==> src/design/ssp_pkg.sv <==
// Shared constants for the split-data-line serial port: byte layouts,
// register select codes and host bit timing.
// Assumes a 125 MHz core clock at both ends.
package ssp_pkg;

  localparam int unsigned CORE_CLK_MHZ = 125;
  // Quarter of one host serial clock period, 400 kHz bus
  localparam int unsigned SCL_QUARTER_NS = 625;
  localparam int unsigned SCL_QUARTER_CYC = (SCL_QUARTER_NS * CORE_CLK_MHZ) / 1000;

  localparam int unsigned BYTE_BITS = 8;
  localparam int unsigned ADDR_PINS = 5;

  // Address byte: direction in bit 0, compared select bits 5..1
  localparam int unsigned DIR_POS = 0;
  localparam int unsigned SEL_PIN_LSB = 1;
  localparam int unsigned SEL_PIN_MSB = 5;

  // Port/register select byte
  localparam int unsigned REG_LSB = 3;
  localparam int unsigned REG_MSB = 6;
  localparam int unsigned PORT_LSB = 0;
  localparam int unsigned PORT_MSB = 1;
  localparam logic [7:0] SELECT_RESET = 8'h00;

  typedef enum logic [3:0] {
    SSP_REG_COMMON_READ = 4'h0,
    SSP_REG_COMMON_CTRL = 4'h1,
    SSP_REG_PORT_CTRL1 = 4'h2,
    SSP_REG_PORT_CTRL2 = 4'h3,
    SSP_REG_PORT_STAT1 = 4'h4,
    SSP_REG_PORT_STAT2 = 4'h5,
    SSP_REG_DISC_LO = 4'h6,
    SSP_REG_DISC_HI = 4'h7,
    SSP_REG_VOLT_LO = 4'h8,
    SSP_REG_VOLT_HI = 4'h9,
    SSP_REG_CURR_LO = 4'hA,
    SSP_REG_CURR_HI = 4'hB,
    SSP_REG_TEMP_LO = 4'hC,
    SSP_REG_TEMP_HI = 4'hD,
    SSP_REG_UNUSED = 4'hE,
    SSP_REG_TEST = 4'hF
  } ssp_reg_e;

endpackage

==> src/design/ssp_if.sv <==
// Two-wire link with the data line split into host-to-device and
// device-to-host paths; the device path is open drain with a pull-up.
// Assumes the bench ties both ends to one instance.
`timescale 1ns/1ps
`default_nettype none
interface ssp_if;
  logic scl;
  logic sda_i;
  logic sda_o_out;
  logic sda_o_oe_n;
  logic sda_o_line;

  // Pull-up when the device releases its output
  assign sda_o_line = sda_o_oe_n ? 1'b1 : sda_o_out;

  modport dev (
    input scl,
    input sda_i,
    output sda_o_out,
    output sda_o_oe_n
  );

  modport host (
    output scl,
    output sda_i,
    input sda_o_line
  );
endinterface
`default_nettype wire

==> src/design/ssp_dev.sv <==
// Device end of the split-data-line serial port: slave byte engine with
// register select latch and a register access port toward the port logic.
// Assumes scl and sda_i come from another domain and change slowly
// compared with core_clk (at least four core cycles per level).
// Behaviour
// - Separate data input and open-drain data output.
// - Clock is input only; slave only.
// - Read is select frame, then read frame.
// - Write is address, select, data, stop.
// - Held in reset until supplies ready.
// - Start and stop seen while clock high.
// - Only the master makes start and stop.
// - Five select bits must match address pins.
// - Two top address bits are not compared.
// - Address LSB one reads, zero writes.
// - Matching address acknowledged low, ninth clock.
// - Select byte latched at eighth falling edge.
// - Data byte written to selected register if writable, acknowledged.
// - Common writes hit all ports; others one.
// - Master ends a write with stop.
// - Read frame address acknowledged again.
// - Read byte shifted out MSB first.
// - Master answers read byte high, then stops.
// - Select bits 6..3 register, 1..0 port.
// - Register codes decode to documented targets.
`timescale 1ns/1ps
`default_nettype none
module ssp_dev #(
  parameter int unsigned PORTS = 4
) (
  input wire logic core_clk,
  input wire logic resetn,
  input wire logic supplies_ok,
  input wire logic [ssp_pkg::ADDR_PINS-1:0] slave_select_pins,
  ssp_if.dev bus,
  output logic wr_valid,
  output logic [3:0] wr_reg,
  output logic [PORTS-1:0] wr_port_mask,
  output logic [7:0] wr_data,
  output logic [3:0] sel_reg,
  output logic [1:0] sel_port,
  output logic rd_strobe,
  input wire logic [7:0] rd_data
);

  typedef enum logic [8:0] {
    ST_IDLE = 9'h001,
    ST_ADDR = 9'h002,
    ST_ADDR_ACK = 9'h004,
    ST_SEL = 9'h008,
    ST_SEL_ACK = 9'h010,
    ST_WDATA = 9'h020,
    ST_WDATA_ACK = 9'h040,
    ST_RDATA = 9'h080,
    ST_RDATA_ACK = 9'h100
  } ssp_dev_state_e;

  function automatic logic addr_hit(input logic [7:0] a, input logic [4:0] pins);
    // Bits 7 and 6 are left out of the compare on purpose
    addr_hit = (a[ssp_pkg::SEL_PIN_MSB:ssp_pkg::SEL_PIN_LSB] == pins);
  endfunction

  function automatic logic is_common(input logic [3:0] r);
    is_common = (r == ssp_pkg::SSP_REG_COMMON_READ) || (r == ssp_pkg::SSP_REG_COMMON_CTRL)
      || (r == ssp_pkg::SSP_REG_TEST);
  endfunction

  function automatic logic is_writable(input logic [3:0] r);
    is_writable = (r == ssp_pkg::SSP_REG_COMMON_CTRL) || (r == ssp_pkg::SSP_REG_PORT_CTRL1)
      || (r == ssp_pkg::SSP_REG_PORT_CTRL2) || (r == ssp_pkg::SSP_REG_TEST);
  endfunction

  // Power-on qualifier; the link logic stays in reset until it is seen
  logic [1:0] por_sync;
  logic run;

  always_ff @(posedge core_clk) begin
    if (!resetn) begin
      por_sync <= 2'h0;
    end else begin
      por_sync <= {por_sync[0], supplies_ok};
    end
  end

  assign run = resetn & por_sync[1];

  // Two-stage synchronisers, then one more stage for edge finding
  logic [1:0] scl_sync;
  logic [1:0] sda_sync;
  logic scl_q;
  logic sda_q;
  logic [4:0] pin_s1;
  logic [4:0] pin_s2;

  always_ff @(posedge core_clk) begin
    if (!run) begin
      scl_sync <= 2'h3;
      sda_sync <= 2'h3;
      scl_q <= 1'b1;
      sda_q <= 1'b1;
      pin_s1 <= 5'h00;
      pin_s2 <= 5'h00;
    end else begin
      scl_sync <= {scl_sync[0], bus.scl};
      sda_sync <= {sda_sync[0], bus.sda_i};
      scl_q <= scl_sync[1];
      sda_q <= sda_sync[1];
      pin_s1 <= slave_select_pins;
      pin_s2 <= pin_s1;
    end
  end

  logic scl_rise;
  logic scl_fall;
  logic start_det;
  logic stop_det;

  assign scl_rise = scl_sync[1] & ~scl_q;
  assign scl_fall = ~scl_sync[1] & scl_q;
  assign start_det = scl_sync[1] & scl_q & sda_q & ~sda_sync[1];
  assign stop_det = scl_sync[1] & scl_q & ~sda_q & sda_sync[1];

  ssp_dev_state_e state;
  ssp_dev_state_e next_state;
  logic [3:0] cnt;
  logic [3:0] next_cnt;
  logic [7:0] shreg;
  logic [7:0] next_shreg;
  logic dir;
  logic next_dir;
  logic [7:0] sel;
  logic [7:0] next_sel;
  logic oe_n;
  logic next_oe_n;
  logic next_wr_valid;
  logic [7:0] next_wr_data;
  logic [PORTS-1:0] next_wr_port_mask;
  logic next_rd_strobe;
  logic rx_state;
  logic rx_done;

  assign rx_state = (state == ST_ADDR) || (state == ST_SEL) || (state == ST_WDATA);
  assign rx_done = rx_state && scl_fall && (cnt == 4'(ssp_pkg::BYTE_BITS));

  always_comb begin
    next_state = state;
    next_cnt = cnt;
    next_shreg = shreg;
    next_dir = dir;
    next_sel = sel;
    next_oe_n = oe_n;
    next_wr_valid = 1'b0;
    next_wr_data = wr_data;
    next_wr_port_mask = wr_port_mask;
    next_rd_strobe = 1'b0;
    if (stop_det) begin
      // Selection is kept so a later read frame uses it
      next_state = ST_IDLE;
      next_oe_n = 1'b1;
    end else if (start_det) begin
      next_state = ST_ADDR;
      next_cnt = 4'h0;
      next_oe_n = 1'b1;
    end else begin
      if (rx_state && scl_rise && cnt < 4'(ssp_pkg::BYTE_BITS)) begin
        next_shreg = {shreg[6:0], sda_sync[1]};
        next_cnt = cnt + 4'h1;
      end
      case (state)
        ST_ADDR: begin
          if (rx_done) begin
            if (addr_hit(shreg, pin_s2)) begin
              next_oe_n = 1'b0;
              next_dir = shreg[ssp_pkg::DIR_POS];
              next_state = ST_ADDR_ACK;
            end else begin
              next_state = ST_IDLE;
            end
          end
        end
        ST_ADDR_ACK: begin
          if (scl_fall) begin
            next_cnt = 4'h0;
            if (dir) begin
              next_shreg = rd_data;
              next_oe_n = rd_data[7];
              next_rd_strobe = 1'b1;
              next_state = ST_RDATA;
            end else begin
              next_oe_n = 1'b1;
              next_state = ST_SEL;
            end
          end
        end
        ST_SEL: begin
          if (rx_done) begin
            next_sel = shreg;
            next_oe_n = 1'b0;
            next_state = ST_SEL_ACK;
          end
        end
        ST_SEL_ACK: begin
          if (scl_fall) begin
            next_oe_n = 1'b1;
            next_cnt = 4'h0;
            next_state = ST_WDATA;
          end
        end
        ST_WDATA: begin
          if (rx_done) begin
            next_wr_valid = is_writable(sel[ssp_pkg::REG_MSB:ssp_pkg::REG_LSB]);
            next_wr_data = shreg;
            if (is_common(sel[ssp_pkg::REG_MSB:ssp_pkg::REG_LSB])) begin
              next_wr_port_mask = '1;
            end else begin
              next_wr_port_mask = PORTS'(1) << sel[ssp_pkg::PORT_MSB:ssp_pkg::PORT_LSB];
            end
            next_oe_n = 1'b0;
            next_state = ST_WDATA_ACK;
          end
        end
        ST_WDATA_ACK: begin
          // Extra bytes are ignored until the master's next start
          if (scl_fall) begin
            next_oe_n = 1'b1;
            next_state = ST_IDLE;
          end
        end
        ST_RDATA: begin
          if (scl_fall) begin
            if (cnt == 4'(ssp_pkg::BYTE_BITS - 1)) begin
              next_oe_n = 1'b1;
              next_state = ST_RDATA_ACK;
            end else begin
              next_shreg = {shreg[6:0], 1'b0};
              next_oe_n = shreg[6];
              next_cnt = cnt + 4'h1;
            end
          end
        end
        ST_RDATA_ACK: begin
          // Host answer is not checked; a single byte is always sent
          if (scl_fall) begin
            next_state = ST_IDLE;
          end
        end
        ST_IDLE: begin
          next_oe_n = 1'b1;
        end
        default: begin
          next_state = ST_IDLE;
          next_oe_n = 1'b1;
        end
      endcase
    end
  end

  always_ff @(posedge core_clk) begin
    if (!run) begin
      state <= ST_IDLE;
      cnt <= 4'h0;
      shreg <= 8'h00;
      dir <= 1'b0;
      sel <= ssp_pkg::SELECT_RESET;
      oe_n <= 1'b1;
      wr_valid <= 1'b0;
      wr_data <= 8'h00;
      wr_port_mask <= '0;
      rd_strobe <= 1'b0;
    end else begin
      state <= next_state;
      cnt <= next_cnt;
      shreg <= next_shreg;
      dir <= next_dir;
      sel <= next_sel;
      oe_n <= next_oe_n;
      wr_valid <= next_wr_valid;
      wr_data <= next_wr_data;
      wr_port_mask <= next_wr_port_mask;
      rd_strobe <= next_rd_strobe;
    end
  end

  // Open drain: only ever pulls low
  assign bus.sda_o_out = 1'b0;
  assign bus.sda_o_oe_n = oe_n;
  assign wr_reg = sel[ssp_pkg::REG_MSB:ssp_pkg::REG_LSB];
  assign sel_reg = sel[ssp_pkg::REG_MSB:ssp_pkg::REG_LSB];
  assign sel_port = sel[ssp_pkg::PORT_MSB:ssp_pkg::PORT_LSB];

endmodule
`default_nettype wire

==> src/flat_wrapper.sv <==
// flat-port wrapper written by rule: the top's interface ports become plain ports
module ssp_dev_flat 
#(
  parameter int unsigned PORTS = 4
)
  (core_clk, resetn, supplies_ok, slave_select_pins, wr_valid, wr_reg, wr_port_mask, wr_data, sel_reg, sel_port, rd_strobe, rd_data, bus_scl, bus_sda_i, bus_sda_o_out, bus_sda_o_oe_n);
  ssp_if bus_i ();
  input wire logic core_clk;
  input wire logic resetn;
  input wire logic supplies_ok;
  input wire logic [ssp_pkg::ADDR_PINS-1:0] slave_select_pins;
  output logic wr_valid;
  output logic [3:0] wr_reg;
  output logic [PORTS-1:0] wr_port_mask;
  output logic [7:0] wr_data;
  output logic [3:0] sel_reg;
  output logic [1:0] sel_port;
  output logic rd_strobe;
  input wire logic [7:0] rd_data;
  input wire logic [$bits(bus_i.scl)-1:0] bus_scl;
  input wire logic [$bits(bus_i.sda_i)-1:0] bus_sda_i;
  output wire logic [$bits(bus_i.sda_o_out)-1:0] bus_sda_o_out;
  output wire logic [$bits(bus_i.sda_o_oe_n)-1:0] bus_sda_o_oe_n;
  assign bus_i.scl = bus_scl;
  assign bus_i.sda_i = bus_sda_i;
  assign bus_sda_o_out = bus_i.sda_o_out;
  assign bus_sda_o_oe_n = bus_i.sda_o_oe_n;
  ssp_dev #(.PORTS(PORTS)) u_core (.core_clk(core_clk), .resetn(resetn), .supplies_ok(supplies_ok), .slave_select_pins(slave_select_pins), .bus(bus_i), .wr_valid(wr_valid), .wr_reg(wr_reg), .wr_port_mask(wr_port_mask), .wr_data(wr_data), .sel_reg(sel_reg), .sel_port(sel_port), .rd_strobe(rd_strobe), .rd_data(rd_data));
endmodule
==> config.mk <==
export PLATFORM = sky130hd
export DESIGN_NAME = ssp_dev_flat
export DESIGN_NICKNAME = d
export VERILOG_FILES = /design/src/design/ssp_pkg.sv /design/src/design/ssp_if.sv /design/src/design/ssp_dev.sv /design/src/flat_wrapper.sv
export SDC_FILE = /design/constraint.sdc
export NUM_CORES = 1
export LEC_CHECK = 0
export BUFFER_PORTS_ARGS = -buffer_cell sky130_fd_sc_hd__clkbuf_2
export CORE_MARGIN = 10
export CORE_UTILIZATION = 51
export DETAILED_ROUTE_END_ITERATION = 7
export GPL_TIMING_DRIVEN = 1
export HOLD_SLACK_MARGIN = 0.15
export PLACE_DENSITY = 0.72
export SYNTH_ARGS = -nofsm -noshare
export SYNTH_HDL_FRONTEND = slang
export SYNTH_SLANG_ARGS = --single-unit
==> constraint.sdc <==
create_clock -name core_clk -period 1.9 [get_ports core_clk]
set_input_delay 0 -clock core_clk [delete_from_list [all_inputs] [get_ports core_clk]]
set_output_delay 0 -clock core_clk [all_outputs]
set_load 0.05 [all_outputs]
==> flow_summary.json <==
{
  "fin_nets": 480,
  "drc": 0,
  "top_regs": "u_core.state x9, u_core.shreg x8, u_core.wr_data x8",
  "area_growth_pct": 45.1,
  "drv_slew": 0,
  "pre_cts_slack_ns": -0.197,
  "hp-class": "in -> reg",
  "cts_buffers": 9,
  "hold_violations": 0,
  "io_pins": 44,
  "syn_area_per_cell_um2": 9.04,
  "antenna_found_initial": 0,
  "start_util_pct": 52.2,
  "cp_data_arrival_time_ns": 2.23,
  "ys_ff_latch": 61,
  "synth_cells": 340,
  "grt_max_degree": 21,
  "dieArea_um2": 9530,
  "vias": 3201,
  "post-route-util_pct": 75.8,
  "die_y_um": 97.6,
  "end_kind": "flop",
  "cts.sinks": 61,
  "diodes": 0,
  "vdd_ir_drop_max_mv": 0.565,
  "grt_usage_pct": 19.6,
  "synth_top_area_share_pct": 39.7,
  "startpoint_type": "flop",
  "fin_crit_sh_pct": 103,
  "die_w_um": 97.6,
  "period_needed_ns": 1.96,
  "clkPwrFrac_pct": 49.2,
  "wl_per_cell_um": 18.3,
  "final_area_um2": 4460,
  "synth-edff-count": 0,
  "p_leak_nw": 1.91,
  "seq_power_share_pct": 47.7,
  "hpwl_um": 6510,
  "syn_area_um2": 3070,
  "place_congestion": 0.970,
  "cpMaxStageDelayCell": "or4_4",
  "clk_latency_ns": 0.34,
  "p_sw_uw": 573,
  "swShare_pct": 21.5,
  "clk_pin_slew_ns": 0.07,
  "clock-root-buffer": "clkbuf_8",
  "yosys.area.top_type": "dfxtp_1",
  "ys_warn_count": 0,
  "placed_cell_area_um2": 3690,
  "ys.flop_type": "dfxtp_1",
  "cts_tree": "built",
  "grt_pass1_vias": 3022,
  "grt_pass1_wl_um": 15600,
  "fmax_mhz": 509,
  "fin_cells": 540,
  "yosysSeqAreaShare_pct": 39.7,
  "core.rowCount": 28,
  "cpPeakStageDelay_ns": 0.49,
  "drive_gt1_share_pct": 39.4,
  "required_ns": 2.17,
  "synthDistinctLibCells": 65,
  "violations": "setup timing",
  "largest-register": "u_core.state",
  "crit_chain": "inv_2 > ha_2 > nand2_2 > or3_4 > a31o_4 > or4_4 > a21oi_2",
  "synth_area_leaders": "dfxtp_1 40%, mux2i_1 4.6%, nor2_1 3.4%",
  "cp_top_family": "simple AND/OR/NAND/NOR gates",
  "rsz0062_at_grt": "yes",
  "synth_nets": 360,
  "cap_violations": 0,
  "hold_ws_ns": 0.226,
  "first_pass_iters": 6,
  "path_class": "reg -> reg",
  "path_buf_inv": 1,
  "setup-violations-final": 3,
  "drtIter0Drc": 343,
  "combPwrFrac_pct": 3.1,
  "routed_via_density": 5.93,
  "largest_reg_flops": 9,
  "status": "complete, but fails checks",
  "core_area_um2": 5890,
  "htreeDepth": 3,
  "intPower_mw": 2.10,
  "crit_path_max_fanout": 4,
  "grt_overflow_total": 0,
  "cts_max_path_buffers": 2,
  "placedCellCount": 492,
  "ant_nets": 0,
  "power.density_nw_per_um2": 598,
  "port_buffers": 42,
  "clock_skew_ns": 0.0140,
  "fillers": 431,
  "async_reset_ff_share_pct": 0,
  "wl_um": 9870,
  "fin_ws_ns": -0.0630
}
-- routing by layer --
| layer | routed length (um) | up-vias | GRT usage [%] |
|---|---|---|---|
| met2 | 4920 | 172 | 33.7 |
| met1 | 3850 | 1499 | 23.2 |
| met4 | 272 | 0 | 6.49 |
| met5 | 0 | - | 0 |
| met3 | 829 | 37 | 4.84 |
| li1 | - | 1493 | - |
-- Yosys cell counts, types with 5 or more instances --
cell type / count
a21oi_1: 16
nand2b_1: 9
inv_1: 5
nand2_1: 18
and3_1: 14
nor3_1: 8
nand4_1: 6
xor2_1: 10
a221o_1: 6
nor2_1: 28
clkbuf_1: 9
o21ai_0: 14
nand3_1: 17
and2_1: 10
dfxtp_1: 61
mux2i_1: 14
buf_4: 8
-- cells in the final DEF (no fill, tap or decap), types with 14 or more instances in the layout --
master | synthesis | final
buf_4 | 8 | 63
dfxtp_1 | 61 | 51
clkbuf_2 | 0 | 42
nor2_1 | 28 | 26
dlygate4sd3_1 | 0 | 22
nand2_1 | 18 | 17
nand3_1 | 17 | 17
a21oi_1 | 16 | 15
mux2i_1 | 14 | 14
o21ai_0 | 14 | 14
-- worst reg2reg max path: cells and delay by family, from the launching register on --
kind | cells | cell delay (ns)
AOI/OAI and AO/OA | 2 | 0.38
adders and majority gates | 1 | 0.18
buffers and inverters | 1 | 0.06
DFF | 1 | 0.37
and+or+nand+nor | 3 | 0.93
-- power groups by stage --
stage / Combinational (mW) / Sequential, mW / Clock, mW
floorplan: 0.0233 / 1.31 / 0
global placement: 0.0474 / 1.31 / 0
detailed placement: 0.0482 / 1.31 / 0
CTS: 0.0778 / 1.28 / 1.32
global route: 0.0900 / 1.27 / 1.39
finish: 0.0835 / 1.27 / 1.31
-- final timing paths --
path / startpoint / cells past startpoint / to / slack [ns]
max: u_core.cnt[0] / 7 / u_core.state[5] / -0.06
min: rd_data[7] / 5 / u_core.bus.sda_o_oe_n / 0.23
max reg2reg: u_core.cnt[0] / 7 / u_core.state[5] / -0.06
min reg2reg: u_core.scl_sync[0] / 1 / u_core.scl_sync[1] / 0.41
-- kinds of logic (layout without fill, tap and decap cells) --
kind of cell,count (synthesis),after routing,synth area share (%)
multiplexers,14,14,4.56
AND/OR/NAND/NOR,149,149,29.5
other,1,1,0.122
AO/OA/AOI/OAI,74,74,17.2
XOR/XNOR,12,12,3.42
adder cells (fa/ha/maj),2,2,0.814
flip-flops,61,61,39.7
buffers and inverters,27,152,4.68
-- area by class of cell --
type | instances | area [um2] | share of cell area (%)
clock buffer | 11 | 141 | 3.17
sequential | 61 | 1250 | 28.1
tap | 75 | 93.8 | 2.10
clock inverter | 5 | 81.3 | 1.82
timing repair buffer | 131 | 971 | 21.8
inverter | 5 | 18.8 | 0.421
multi-input combinational | 252 | 1900 | 42.6
-- what timing repair did --
item / in CTS / in global routing
resized for setup: 18 / 37
cloned: 0 / 1
hold buffers: 22 / 0
pin swaps: 4 / 17
endpoints found under the hold margin: 21 / 0
setup buffers: 2 / 7
setup endpoints to repair: 19 / 33
-- stage by stage --
step | TNS, ns | total power, mW
after floorplan | 0 | 1.34
after global placement | -1.29 | 1.36
final | -0.0713 | 2.67
after CTS | -0.0169 | 2.68
after global routing | -0.645 | 2.75
after detailed placement | -1.22 | 1.36
Note: power is estimated with default switching activity, not from simulation.
